### config.mk
export PLATFORM = sky130hd
export DESIGN_NAME = jtag_tap_controller
export DESIGN_NICKNAME = d
export VERILOG_FILES = /design/src/design/tap_pkg.sv /design/src/design/jtag_tap_controller.sv
export VERILOG_INCLUDE_DIRS = /design/src /design/src/design
export SDC_FILE = /design/constraint.sdc
export NUM_CORES = 1
export LEC_CHECK = 0
export ABC_AREA = 1
export ABC_CLOCK_PERIOD_IN_PS = 3000
export BUFFER_PORTS_ARGS = -buffer_cell sky130_fd_sc_hd__buf_4
export CAP_MARGIN = 20
export CORE_ASPECT_RATIO = 0.6
export CORE_MARGIN = 5
export CORE_UTILIZATION = 41
export CTS_BUF_LIST = sky130_fd_sc_hd__clkbuf_16
export DETAILED_ROUTE_END_ITERATION = 10
export HOLD_SLACK_MARGIN = 0.15
export PLACE_DENSITY_LB_ADDON = 0.3
export SKIP_LAST_GASP = 1
export SLEW_MARGIN = 15
export SYNTH_ARGS = -nofsm -noshare
export SYNTH_HDL_FRONTEND = slang
export SYNTH_SLANG_ARGS = --single-unit
### constraint.sdc
create_clock -name MCLK -period 3 [get_ports MCLK]
set_clock_uncertainty 0.2 [all_clocks]
set_input_delay 0.3 -clock MCLK [delete_from_list [all_inputs] [get_ports MCLK]]
set_output_delay 0.3 -clock MCLK [all_outputs]
set_load 0.03 [all_outputs]
### src/design/tap_consts.svh
// Constant definitions for the test access port controller
`ifndef TAP_CONSTS_SVH
`define TAP_CONSTS_SVH
`define IR_WIDTH 4
`define INS_EXTEST 4'h0
`define INS_INTEST 4'h1
`define INS_SAMPLE 4'h2
`define INS_ABORT 4'h8
`define INS_DPACC 4'hA
`define INS_APACC 4'hB
`define INS_IDCODE 4'hE
`define INS_BYPASS 4'hF
`define IR_CAPTURE 4'h1
`define ID_WIDTH 32
`define BSR_WIDTH 8
`define CORE_DR_WIDTH 35
// Arbitrary identity value, least significant bit set as the identity chain expects
`define ID_DEFAULT 32'h1234_5671
`endif

### src/design/tap_pkg.sv
// Types shared by the test access port controller
package tap_pkg;
    // Gray-style codes along the usual path
    typedef enum logic [3:0] {
        ST_RESET = 4'h8, ST_IDLE = 4'h0, ST_SEL_DR = 4'h1, ST_CAP_DR = 4'h3,
        ST_SHIFT_DR = 4'h7, ST_EXIT1_DR = 4'h6, ST_PAUSE_DR = 4'h2, ST_EXIT2_DR = 4'hA,
        ST_UPD_DR = 4'h4, ST_SEL_IR = 4'h5, ST_CAP_IR = 4'hD, ST_SHIFT_IR = 4'hF,
        ST_EXIT1_IR = 4'hB, ST_PAUSE_IR = 4'h9, ST_EXIT2_IR = 4'hC, ST_UPD_IR = 4'hE
    } tap_state_type;
    // Selected data chain
    typedef enum logic [2:0] {
        SEL_BYPASS = 3'h0, SEL_IDCODE = 3'h1, SEL_BSR = 3'h2, SEL_CORE = 3'h3, SEL_HOLD = 3'h4
    } chain_sel_type;
    // Sampled link pins
    typedef struct packed {
        logic tck;
        logic tms;
        logic tdi;
        logic trst_n;
    } link_in_type;
endpackage

### src/design/jtag_tap_controller.sv
// Test access port controller with instruction and data chains, sampled on MCLK
`timescale 1ns/1ps
`default_nettype none
`include "tap_consts.svh"
module jtag_tap_controller #(
    parameter logic [`ID_WIDTH-1:0] ID_VALUE = `ID_DEFAULT, // Arbitrary identity value
    parameter int BSR_LEN = `BSR_WIDTH
) (
    input wire logic MCLK,
    input wire logic RESET,
    input wire logic TCK,
    input wire logic TMS_IN,
    input wire logic TDI,
    input wire logic TRST_N,
    input wire logic PIN_ALT_FUNCTION_SELECT_REG,
    input wire logic CORE_TDO,
    input wire logic [BSR_LEN-1:0] PAD_SAMPLE,
    output logic TDO_OUT,
    output logic TDO_OE,
    output logic TMS_OUT,
    output logic TMS_OE,
    output logic CORE_SELECT,
    output logic CORE_CAPTURE,
    output logic CORE_SHIFT,
    output logic CORE_UPDATE,
    output logic [`IR_WIDTH-1:0] INSTRUCTION,
    output logic [BSR_LEN-1:0] BSR_UPDATE,
    output logic DEBUG_FUNCTION,
    output logic [1:0] TAP_RESET_SEEN
);
    import tap_pkg::*;

    link_in_type sync1; // First stage, read only by sync2
    link_in_type sync2; // Second stage
    logic tck_prev; // Previous synced TCK for edge find
    logic tck_rise;
    logic tck_fall;
    logic trst_low;
    tap_state_type state;
    tap_state_type next_state;
    logic [`IR_WIDTH-1:0] ir_shift;
    logic [`ID_WIDTH-1:0] id_shift;
    logic [BSR_LEN-1:0] bsr_shift;
    logic bypass_bit;
    chain_sel_type sel;
    logic tdo_next;

    // Decode shared by the chain steering and the TDO mux
    function automatic chain_sel_type decode(input logic [`IR_WIDTH-1:0] ins);
        case (ins)
            `INS_EXTEST, `INS_INTEST: decode = SEL_HOLD;
            `INS_SAMPLE: decode = SEL_BSR;
            `INS_ABORT, `INS_DPACC, `INS_APACC: decode = SEL_CORE;
            `INS_IDCODE: decode = SEL_IDCODE;
            default: decode = SEL_BYPASS;
        endcase
    endfunction

    // Two-stage synchronisers for all link pins
    always_ff @(posedge MCLK or posedge RESET) begin
        if (RESET) begin
            sync1 <= '{tck: 1'b1, tms: 1'b1, tdi: 1'b1, trst_n: 1'b0};
            sync2 <= '{tck: 1'b1, tms: 1'b1, tdi: 1'b1, trst_n: 1'b0};
            tck_prev <= 1'b1;
        end else begin
            sync1 <= '{tck: TCK, tms: TMS_IN, tdi: TDI, trst_n: TRST_N};
            sync2 <= sync1;
            tck_prev <= sync2.tck;
        end
    end

    // Edge finds; a stopped TCK gives no edges so no TCK step happens; test reset still acts
    assign tck_rise = sync2.tck & ~tck_prev;
    assign tck_fall = ~sync2.tck & tck_prev;
    assign trst_low = ~sync2.trst_n;
    assign sel = decode(INSTRUCTION);

    // Standard state diagram, TMS sampled at the rise
    always_comb begin
        case (state)
            ST_RESET: next_state = sync2.tms ? ST_RESET : ST_IDLE;
            ST_IDLE: next_state = sync2.tms ? ST_SEL_DR : ST_IDLE;
            ST_SEL_DR: next_state = sync2.tms ? ST_SEL_IR : ST_CAP_DR;
            ST_CAP_DR: next_state = sync2.tms ? ST_EXIT1_DR : ST_SHIFT_DR;
            ST_SHIFT_DR: next_state = sync2.tms ? ST_EXIT1_DR : ST_SHIFT_DR;
            ST_EXIT1_DR: next_state = sync2.tms ? ST_UPD_DR : ST_PAUSE_DR;
            ST_PAUSE_DR: next_state = sync2.tms ? ST_EXIT2_DR : ST_PAUSE_DR;
            ST_EXIT2_DR: next_state = sync2.tms ? ST_UPD_DR : ST_SHIFT_DR;
            ST_UPD_DR: next_state = sync2.tms ? ST_SEL_DR : ST_IDLE;
            ST_SEL_IR: next_state = sync2.tms ? ST_RESET : ST_CAP_IR;
            ST_CAP_IR: next_state = sync2.tms ? ST_EXIT1_IR : ST_SHIFT_IR;
            ST_SHIFT_IR: next_state = sync2.tms ? ST_EXIT1_IR : ST_SHIFT_IR;
            ST_EXIT1_IR: next_state = sync2.tms ? ST_UPD_IR : ST_PAUSE_IR;
            ST_PAUSE_IR: next_state = sync2.tms ? ST_EXIT2_IR : ST_PAUSE_IR;
            ST_EXIT2_IR: next_state = sync2.tms ? ST_UPD_IR : ST_SHIFT_IR;
            ST_UPD_IR: next_state = sync2.tms ? ST_SEL_DR : ST_IDLE;
            default: next_state = ST_RESET;
        endcase
    end

    // State register; test reset level overrides clocking
    always_ff @(posedge MCLK or posedge RESET) begin
        if (RESET) begin
            state <= ST_RESET;
        end else if (trst_low) begin
            state <= ST_RESET;
        end else if (tck_rise) begin
            state <= next_state;
        end
    end

    // Instruction chain and its parallel stage
    always_ff @(posedge MCLK or posedge RESET) begin
        if (RESET) begin
            ir_shift <= `IR_CAPTURE;
            INSTRUCTION <= `INS_IDCODE;
        end else if (trst_low || state == ST_RESET) begin
            INSTRUCTION <= `INS_IDCODE;
        end else if (tck_rise) begin
            case (state)
                ST_CAP_IR: ir_shift <= `IR_CAPTURE;
                ST_SHIFT_IR: ir_shift <= {sync2.tdi, ir_shift[`IR_WIDTH-1:1]};
                ST_UPD_IR: INSTRUCTION <= ir_shift;
                default: begin
                    // Hold
                end
            endcase
        end
    end

    // Data chains: bypass, identity, boundary; frozen for the hold tests
    always_ff @(posedge MCLK or posedge RESET) begin
        if (RESET) begin
            bypass_bit <= 1'b0;
            id_shift <= '0;
            bsr_shift <= '0;
            BSR_UPDATE <= '0;
        end else if (tck_rise && sel != SEL_HOLD) begin
            case (state)
                ST_CAP_DR: begin
                    bypass_bit <= 1'b0;
                    if (sel == SEL_IDCODE) id_shift <= ID_VALUE;
                    if (sel == SEL_BSR) bsr_shift <= PAD_SAMPLE;
                end
                ST_SHIFT_DR: begin
                    bypass_bit <= sync2.tdi;
                    if (sel == SEL_IDCODE) id_shift <= {sync2.tdi, id_shift[`ID_WIDTH-1:1]};
                    if (sel == SEL_BSR) bsr_shift <= {sync2.tdi, bsr_shift[BSR_LEN-1:1]};
                end
                ST_UPD_DR: begin
                    if (sel == SEL_BSR) BSR_UPDATE <= bsr_shift;
                end
                default: begin
                    // Hold
                end
            endcase
        end
    end

    // Bit presented by the accessed chain
    always_comb begin
        if (state == ST_SHIFT_IR) begin
            tdo_next = ir_shift[0];
        end else begin
            case (sel)
                SEL_IDCODE: tdo_next = id_shift[0];
                SEL_BSR: tdo_next = bsr_shift[0];
                SEL_CORE: tdo_next = CORE_TDO;
                default: tdo_next = bypass_bit;
            endcase
        end
    end

    // TDO updated on the fall, released outside the shift states
    always_ff @(posedge MCLK or posedge RESET) begin
        if (RESET) begin
            TDO_OUT <= 1'b0;
            TDO_OE <= 1'b0;
        end else if (trst_low) begin
            TDO_OE <= 1'b0;
        end else if (tck_fall) begin
            TDO_OUT <= tdo_next;
            TDO_OE <= (state == ST_SHIFT_IR) || (state == ST_SHIFT_DR);
        end
    end

    // Core select level, and debug strobes one MCLK wide each at a TCK rise
    always_ff @(posedge MCLK or posedge RESET) begin
        if (RESET) begin
            CORE_SELECT <= 1'b0;
            CORE_CAPTURE <= 1'b0;
            CORE_SHIFT <= 1'b0;
            CORE_UPDATE <= 1'b0;
        end else begin
            CORE_SELECT <= (sel == SEL_CORE);
            CORE_CAPTURE <= tck_rise && sel == SEL_CORE && state == ST_CAP_DR;
            CORE_SHIFT <= tck_rise && sel == SEL_CORE && state == ST_SHIFT_DR;
            CORE_UPDATE <= tck_rise && sel == SEL_CORE && state == ST_UPD_DR;
        end
    end

    // Pin function: debug after reset; the shared data pin is input only here
    always_ff @(posedge MCLK or posedge RESET) begin
        if (RESET) begin
            DEBUG_FUNCTION <= 1'b1;
            TMS_OUT <= 1'b0;
            TMS_OE <= 1'b0;
            TAP_RESET_SEEN <= 2'h0;
        end else begin
            DEBUG_FUNCTION <= PIN_ALT_FUNCTION_SELECT_REG;
            TMS_OUT <= 1'b0; // Serial-wire data return is the core's job
            TMS_OE <= 1'b0;
            TAP_RESET_SEEN <= {TAP_RESET_SEEN[0], state == ST_RESET};
        end
    end
endmodule
`default_nettype wire

==> results of run 1 <==
==> cells in the mapped netlist (all sizes together) <==
library cell / n / area share, %
nand2: 130 / 14
nand4: 5 / 1.5
nand3b: 1 / 0.22
inv: 45 / 4.9
nor2: 37 / 4.8
nor4: 1 / 0.18
dfrtp: 66 / 48
conb: 1 / 0.11
nand3: 26 / 3.8
buf: 17 / 3.2
a21oi: 9 / 1.3
o21ai: 49 / 7.2
nor3: 1 / 0.15
o22ai: 2 / 0.36
dfstp: 13 / 9.9
and2: 1 / 0.18
==> repair_timing <==
action                    CTS  global route
hold buffers               15             0
buffers inserted            0             0
hold endpoints to repair   80             0
==> cell families after synthesis <==
| group | synth area share, % |
|---|---|
| DFF | 57.8 |
| other | 0.109 |
| and+or+nand+nor | 25.1 |
| buffers and inverters | 8.10 |
| AOI/OAI and AO/OA | 8.90 |
==> flip-flops by register name, summed over array words and instances, names as in the netlist, 2 cells and up <==
signal and count:
BSR_UPDATE 8, INSTRUCTION 4, TAP_RESET_SEEN 2, bsr_shift 8, id_shift 32, ir_shift 4
state 4, sync1 4, sync2 4
==> power by group <==
group / internal, mW / switching, mW / leakage (nW)
clock network: 0.630 / 0.404 / 0.149
registers: 1.08 / 0.00801 / 1.00
logic: 0.0400 / 0.0559 / 1.12
total: 1.75 / 0.468 / 2.28
==> how the worst min path moves through the flow <==
stage                     cells past startpoint  slack (ns)        endpoint
after floorplan                               0        0.10  DEBUG_FUNCTION
after global placement                        0        0.14        sync2[0]
final                                         0        0.15        sync2[1]
after detailed placement                      0        0.14        sync2[0]
after global routing                          0        0.16        sync2[1]
after CTS                                     0        0.16        sync2[1]
==> routing by layer <==
metal | wire length [um] | GRT usage, %
met5 | 0 | 0
met4 | 119 | 6.04
met3 | 527 | 5.32
met2 | 2750 | 21.5
met1 | 3890 | 23.0
==> cell type report <==
| type | instances | area share [%] |
|---|---|---|
| timing repair buffer | 53 | 10.7 |
| tap | 108 | 3.21 |
| sequential | 79 | 47.4 |
| clock inverter | 7 | 1.34 |
| inverter | 45 | 4.05 |
| multi-input combinational | 264 | 28.0 |
| clock buffer | 9 | 5.36 |
==> worst max-delay path: stages (launching register included) <==
cell and delay (ns):
sky130_fd_sc_hd__dfstp_2 0.54, sky130_fd_sc_hd__inv_1 0.07, sky130_fd_sc_hd__nor2_2 0.12, sky130_fd_sc_hd__nand3_1 0.21, sky130_fd_sc_hd__nor2_8 0.50, sky130_fd_sc_hd__inv_2 0.28
sky130_fd_sc_hd__nand2_1 0.13, sky130_fd_sc_hd__nand2_1 0.05
==> per-stage QoR <==
| stage | setup WS [ns] | hold WS (ns) | util [%] | power (mW) | instance area (um2) |
|---|---|---|---|---|---|
| global placement | 0.816 | 0.136 | 46.9 | 1.19 | 3770 |
| global route | 0.561 | 0.156 | 52.3 | 2.32 | 4210 |
| floorplan | 0.498 | 0.104 | - | 1.15 | 3450 |
| finish | 0.767 | 0.155 | 52.3 | 2.22 | 4210 |
| CTS | 0.766 | 0.155 | 52.3 | 2.26 | 4210 |
| detailed placement | 0.766 | 0.136 | 46.9 | 1.19 | 3770 |
==> impl_metrics.json, run 1 <==
{
  "setup.worst_path.end": "id_shift[24]",
  "pwr_density_cell_mw_per_mm2": 528,
  "finalWeightedCongestion": 0.930,
  "buffer_ports.inserted": 36,
  "holdCritPathClass": "register to register",
  "reg2reg_setup_slack_ns": 0.77,
  "clockRootBuffer": "sky130_fd_sc_hd__clkbuf_16",
  "status": "complete, no violations",
  "worst-setup-path-type": "register to register",
  "detail_route.drc_violations": 0,
  "post_cts_resize_count": 0,
  "fillerInstances": 769,
  "cp-startpoint": "INSTRUCTION[1]",
  "die_area_mm2": 0.0104,
  "post_synth.cell_area_avg_um2": 8.53,
  "place.detailed.hpwl_um": 4850,
  "final_cell_count_no_fill": 565,
  "ant_nets": 0,
  "setup-violations-final": 0,
  "row_count": 25,
  "grt.total_usage_pct": 15.8,
  "final_period_minus_worst_setup_slack_ns": 2.23,
  "tritoncts.num_buffers": 9,
  "grt_overflow": 0,
  "r2r-start": "INSTRUCTION[1]",
  "wire_per_inst_um": 12.9,
  "syn_to_final_growth_pct": 22.0,
  "initial_core_util_pct": 42.9,
  "timing.fmax_mhz": 448,
  "min_period_over_period_pct": 74.4,
  "via_count_of_the_first_global_routing_pass": 2568,
  "die_y_um": 81.0,
  "ratio_of_cells_with_drive_above_1_in_the_final_layout_pct": 17.1,
  "timing.setup.tns_ns": 0,
  "grt_setup_unrepaired": "no",
  "synth_sequential_area_ratio_pct": 57.8,
  "startpoint_type": "register",
  "max-slew-margin-rel_pct": 65.2,
  "drt_iter0_drc": 164,
  "layout.cells.most_common_list": "sky130_fd_sc_hd__nand2_1, sky130_fd_sc_hd__dfrtp_1, sky130_fd_sc_hd__o21ai_0",
  "area_of_the_multi_input_gates_mm2": 0.00118,
  "grt_pass1_wl_um": 12600,
  "vdd_drop_max_mv": 0.370,
  "r2r_cells": 7,
  "min-delay-start": "sync1[1]",
  "placedCellCount": 534,
  "required_time_of_the_worst_setup_path_ns": 3.03,
  "synth_warnings": 0,
  "final_layout_net_count": 468,
  "clockBufferDepth": 2,
  "regToRegEndpoint": "id_shift[24]",
  "post_synth_inst_count": 404,
  "antennaDiodeCount": 0,
  "crit_path_capture_type": "register",
  "post_drt_via_cell_ratio": 4.78,
  "cts_sinks": 79,
  "drv_slew": 0,
  "yosys.cell_types.count": 27,
  "via_count": 2700,
  "cp_data_arrival_time_ns": 2.26,
  "synth.cell_area_mm2": 0.00345,
  "grt_max_degree": 80,
  "timing.critical_path.fanout_max": 45,
  "seqCellArea_mm2": 0.00199,
  "cts.clk_slew.worst_paths_ns": 0.06,
  "tritoncts": "built",
  "worst_pin_slew_ns": 0.521,
  "finalHoldViolations": 0,
  "htreeDepth": 3,
  "postSynthRegisterBits": 79,
  "antenna_found_initial": 0,
  "core-area_mm2": 0.00804,
  "max-cap-violations": 0,
  "drt_pass1_iterations": 7,
  "boundaryPins": 39,
  "postRouteWirelength_um": 7290,
  "clk_lat_worst_skew_ns": 0.34,
  "chipWidth_um": 128,
  "mostFrequentLayoutCell": "sky130_fd_sc_hd__nand2_1",
  "leakage_nw": 2.28
}
Power figures use the tool's default switching activity.
==> run 2, diff against run 1 <==
ABC_CLOCK_PERIOD_IN_PS = 1900   (was 3000)
clock period = 1.9 ns   (was 3 ns; I/O delays follow)
==> impl_metrics.json, run 2 (synthesis gave the netlist of run 1 again) <==
{
  "r2r-start": "INSTRUCTION[3]",
  "final_cell_count_no_fill": 584,
  "setup-violations-final": 0,
  "boundaryPins": 39,
  "reg2reg_setup_slack_ns": 0.09,
  "required_time_of_the_worst_setup_path_ns": 1.92,
  "die_y_um": 81.0,
  "finalHoldViolations": 0,
  "worst-setup-path-type": "register to register",
  "startpoint_type": "register",
  "buffer_ports.inserted": 36,
  "grt_max_degree": 52,
  "layout_top_registers": "id_shift: 32 flops, BSR_UPDATE: 8 flops, bsr_shift: 8 flops",
  "cp-startpoint": "INSTRUCTION[3]",
  "max-cap-violations": 0,
  "tritoncts": "built",
  "holdCritPathClass": "register to register",
  "layout.cells.most_common_list": "sky130_fd_sc_hd__nand2_1, sky130_fd_sc_hd__dfrtp_1, sky130_fd_sc_hd__buf_4",
  "drt_iter0_drc": 202,
  "syn_to_final_growth_pct": 28.3,
  "core-area_mm2": 0.00804,
  "crit_path_capture_type": "register",
  "mostFrequentLayoutCell": "sky130_fd_sc_hd__nand2_1",
  "leakage_nw": 2.37,
  "ant_nets": 0,
  "antenna_found_initial": 0,
  "timing.fmax_mhz": 553,
  "wire_per_inst_um": 13.4,
  "postRouteWirelength_um": 7840,
  "initial_core_util_pct": 42.9,
  "place.detailed.hpwl_um": 5330,
  "pwr_density_cell_mw_per_mm2": 797,
  "utilization_pct": 55.0,
  "via_count_of_the_first_global_routing_pass": 2694,
  "vdd_drop_max_mv": 0.602,
  "grt_overflow": 0,
  "row_count": 25,
  "drv_slew": 0,
  "antennaDiodeCount": 0,
  "dpl-instance-area_mm2": 0.00392,
  "die_area_mm2": 0.0104,
  "largest_register_ffs": 32,
  "regToRegEndpoint": "id_shift[4]",
  "fin_area_mm2": 0.00442,
  "detail_route.drc_violations": 0,
  "post_drt_via_cell_ratio": 4.78,
  "final_layout_net_count": 487,
  "clockBufferDepth": 2,
  "status": "complete, no violations",
  "r2r_cells": 8,
  "timing.setup.tns_ns": 0,
  "min_period_over_period_pct": 95.1,
  "cp_data_arrival_time_ns": 1.83,
  "regMostFlops": "id_shift",
  "setup.worst_path.end": "id_shift[4]",
  "clockRootBuffer": "sky130_fd_sc_hd__clkbuf_16",
  "grt.total_usage_pct": 16.9,
  "placedCellCount": 548,
  "chipWidth_um": 128,
  "cts_sinks": 79,
  "final_period_minus_worst_setup_slack_ns": 1.81,
  "grt_pass1_wl_um": 13500,
  "ratio_of_cells_with_drive_above_1_in_the_final_layout_pct": 20.6,
  "via_count": 2792,
  "tritoncts.num_buffers": 9,
  "drt_pass1_iterations": 5,
  "clk_lat_worst_skew_ns": 0.34,
  "htreeDepth": 3,
  "finalWeightedCongestion": 0.919,
  "cts.clk_slew.worst_paths_ns": 0.06,
  "timing.critical_path.fanout_max": 22
}
## run 2: cell count changes in the layout (fill, tap and decap cells not counted), sizes merged
| cell | delta |
|---|---|
| buf | +19 |
| inv | -2 |
| clkinvlp | +1 |
| clkinv | +1 |
## run 2: critical path, cell delays in order (launching register included)
cell and delay, ns:
sky130_fd_sc_hd__dfstp_2 0.59, sky130_fd_sc_hd__nor2_1 0.07, sky130_fd_sc_hd__nand2_1 0.11, sky130_fd_sc_hd__nand4_4 0.16, sky130_fd_sc_hd__nor2_8 0.20, sky130_fd_sc_hd__buf_12 0.17
sky130_fd_sc_hd__nand2_1 0.06, sky130_fd_sc_hd__o21ai_0 0.07, sky130_fd_sc_hd__inv_1 0.06
## run 2: layer usage
| metal | vias to the layer above | wire, um | part of all wire [%] | GRT usage (%) |
|---|---|---|---|---|
| li1 | 1406 | - | - | - |
| met5 | - | 0 | 0 | 0 |
| met4 | 0 | 99 | 1.3 | 5.72 |
| met1 | 1275 | 3900 | 50 | 25.2 |
| met3 | 9 | 764 | 9.7 | 6.44 |
| met2 | 102 | 3080 | 39 | 22.3 |
## run 2: worst min path at each step
| stage | from | to | slack, ns | cells past startpoint |
|---|---|---|---|---|
| CTS | sync1[0] | sync2[0] | 0.15 | 0 |
| floorplan | PIN_ALT_FUNCTION_SELECT_REG | DEBUG_FUNCTION | -0.006 | 0 |
| global route | sync1[0] | sync2[0] | 0.16 | 0 |
| global placement | RESET | TDO_OUT | 0.1 | 3 |
| detailed placement | TDI | sync1[1] | 0.1 | 1 |
| finish | sync1[0] | sync2[0] | 0.15 | 0 |
## run 2: power breakdown
| part | switching [mW] | internal (mW) | total [mW] |
|---|---|---|---|
| sequential | 0.0105 | 1.71 | 1.72 |
| clock | 0.643 | 0.991 | 1.63 |
| combinational | 0.0966 | 0.0740 | 0.171 |
## run 2: layout make-up
cell class | instances | area, um2
multi-input cells | 264 | 1200
well taps | 108 | 135
flip-flops and latches | 79 | 1990
repair buffers | 72 | 641
clock buffers | 9 | 225
fillers | 744 | 3620
inverters | 45 | 178
clock inverters | 7 | 53.8
## run 2: per-stage QoR
stage	worst slack, ns	hold WS (ns)	power [mW]
2_1_floorplan	0.0695	-0.00552	1.82
3_3_place_gp	0.103	0.0951	1.89
3_5_place_dp	0.0553	0.0993	1.89
4_1_cts	0.0571	0.151	3.56
5_1_grt	-0.00625	0.157	3.67
6_report	0.0926	0.153	3.52
## run 2: what timing repair did
item                       CTS  global route
gates resized for setup      1             6
setup buffers                0             5
setup endpoints to repair    1            41
pin swaps                    0             2
hold buffers                15             0
hold endpoints to repair    93             0
==> run 3, diff against run 2 <==
PLACE_DENSITY = 0.7   (was unset)
PLACE_DENSITY_LB_ADDON = unset   (was 0.3)
==> impl_metrics.json, run 3 (synthesis gave the netlist of run 1 again) <==
{
  "critical_path.slowest_cell": "sky130_fd_sc_hd__dfstp_2",
  "layout.cells.most_common_list": "sky130_fd_sc_hd__nand2_1, sky130_fd_sc_hd__dfrtp_1, sky130_fd_sc_hd__buf_4",
  "finalWeightedCongestion": 0.976,
  "ratio_of_cells_with_drive_above_1_in_the_final_layout_pct": 21.4,
  "timing.setup.tns_ns": 0,
  "largest_register_ffs": 32,
  "via_count": 2814,
  "die_y_um": 81.0,
  "cp_cell_instances": "inv_1, nor2_2, nand2_1, inv_2, nand4_2, o21ai_0",
  "timing.fmax_mhz": 562,
  "drv_slew": 0,
  "wire_per_inst_um": 13.5,
  "status": "complete, no violations",
  "min_period_over_period_pct": 93.6,
  "utilization_pct": 54.8,
  "syn_to_final_growth_pct": 27.9,
  "fillerInstances": 737,
  "holdCritPathClass": "register to register",
  "final_period_minus_worst_setup_slack_ns": 1.78,
  "cp_slowest_stage_delay_ns": 0.55,
  "postRouteWirelength_um": 7860,
  "grt_max_degree": 80,
  "clockBufferDepth": 2,
  "final_layout_net_count": 487,
  "ant_nets": 0,
  "chipWidth_um": 128,
  "finalHoldViolations": 0,
  "layout_top_registers": "id_shift: 32 flops, BSR_UPDATE: 8 flops, bsr_shift: 8 flops",
  "post_drt_via_cell_ratio": 4.82,
  "detail_route.drc_violations": 0,
  "buffer_ports.inserted": 36,
  "tritoncts.num_buffers": 9,
  "htreeDepth": 3,
  "clk_lat_worst_skew_ns": 0.34,
  "regMostFlops": "id_shift",
  "required_time_of_the_worst_setup_path_ns": 1.95,
  "place.detailed.hpwl_um": 5240,
  "setup-violations-final": 0,
  "via_count_of_the_first_global_routing_pass": 2556,
  "grt_setup_unrepaired": "yes",
  "cts_sinks": 79,
  "design_power_total_mw": 3.42,
  "max-cap-violations": 0,
  "whs_ns": 0.150,
  "critPathTopFamily": "flip-flops",
  "die_area_mm2": 0.0104,
  "drt_pass1_iterations": 4,
  "core-area_mm2": 0.00804,
  "drt_iter0_drc": 240,
  "leakage_nw": 2.37,
  "vdd_drop_max_mv": 0.618,
  "tritoncts": "built",
  "row_count": 25,
  "grt_overflow": 0,
  "startpoint_type": "register",
  "pwr_density_cell_mw_per_mm2": 777,
  "crit_buf_inv": 2,
  "antenna_found_initial": 0,
  "grt_pass1_wl_um": 12600,
  "cts.clk_slew.worst_paths_ns": 0.06,
  "timing.critical_path.fanout_max": 8,
  "fin_area_mm2": 0.00441,
  "antennaDiodeCount": 0,
  "worst-setup-path-type": "register to register",
  "grt.total_usage_pct": 16.0,
  "mostFrequentLayoutCell": "sky130_fd_sc_hd__nand2_1",
  "initial_core_util_pct": 42.9,
  "boundaryPins": 39,
  "cp_data_arrival_time_ns": 1.83,
  "clockRootBuffer": "sky130_fd_sc_hd__clkbuf_16",
  "crit_path_capture_type": "register",
  "dpl-instance-area_mm2": 0.00392
}
## run 3: cell types whose count changed in the layout (fill, tap and decap cells not counted)
cell                         before  now
sky130_fd_sc_hd__nor2_2           3    2
sky130_fd_sc_hd__nor2_1          32   33
sky130_fd_sc_hd__inv_1           38   37
sky130_fd_sc_hd__inv_4            2    0
sky130_fd_sc_hd__clkinv_2         1    4
sky130_fd_sc_hd__clkinv_4         0    1
sky130_fd_sc_hd__bufinv_16        1    0
sky130_fd_sc_hd__inv_2            4    7
sky130_fd_sc_hd__clkinvlp_4       1    2
sky130_fd_sc_hd__nand4_2          0    1
sky130_fd_sc_hd__clkinv_1         5    1
sky130_fd_sc_hd__buf_4           52   51
## run 3: final timing paths
| check | start | end | slack, ns | cells past startpoint |
|---|---|---|---|---|
| max | INSTRUCTION[1] | BSR_UPDATE[4] | 0.12 | 6 |
| min in group asynchronous | RESET | sync1[0] | 0.32 | 4 |
| min reg2reg | sync1[0] | sync2[0] | 0.15 | 0 |
| max in group asynchronous | RESET | state[3] | 0.82 | 4 |
| min | sync1[0] | sync2[0] | 0.15 | 0 |
| max reg2reg | INSTRUCTION[1] | BSR_UPDATE[4] | 0.12 | 6 |
## run 3: through the flow
step	std cells	setup WS, ns
floorplan	405	0.0695
global placement	547	0.117
detailed placement	547	0.0480
CTS	578	0.00894
global route	584	-0.0109
finish	584	0.122
## run 3: timing repair
action	in CTS	in global routing
hold buffers	15	0
hold endpoints to repair	93	0
gates resized for setup	0	4
endpoints found under the setup margin	0	42
buffers inserted	0	5
## run 3: worst register-to-register path: stages (launching register included)
cell                      delay (ns)
sky130_fd_sc_hd__dfstp_2        0.55
sky130_fd_sc_hd__inv_1          0.08
sky130_fd_sc_hd__nor2_2         0.14
sky130_fd_sc_hd__nand2_1        0.15
sky130_fd_sc_hd__inv_2          0.15
sky130_fd_sc_hd__nand4_2        0.20
sky130_fd_sc_hd__o21ai_0        0.23
## run 3: final cells by class
class | instances | area (um2) | area share, %
flip-flops and latches | 79 | 1990 | 45.2
clock inverters | 7 | 40.0 | 0.909
clock buffers | 9 | 225 | 5.11
repair buffers | 71 | 633 | 14.4
inverters | 45 | 173 | 3.92
multi-input cells | 265 | 1210 | 27.4
well taps | 108 | 135 | 3.07
## run 3: power breakdown
part           internal [mW]  switching, mW  total, mW
logic                 0.0682         0.0952      0.163
registers               1.71         0.0117       1.72
clock network          0.871          0.668       1.54
## run 3: metal layers
layer	vias to the layer above	GRT usage, %	part of all wire (%)
met1	1314	23.3	52
met3	12	5.85	7.4
met4	0	6.25	1.4
met5	-	0	0
li1	1402	-	-
met2	86	21.3	40
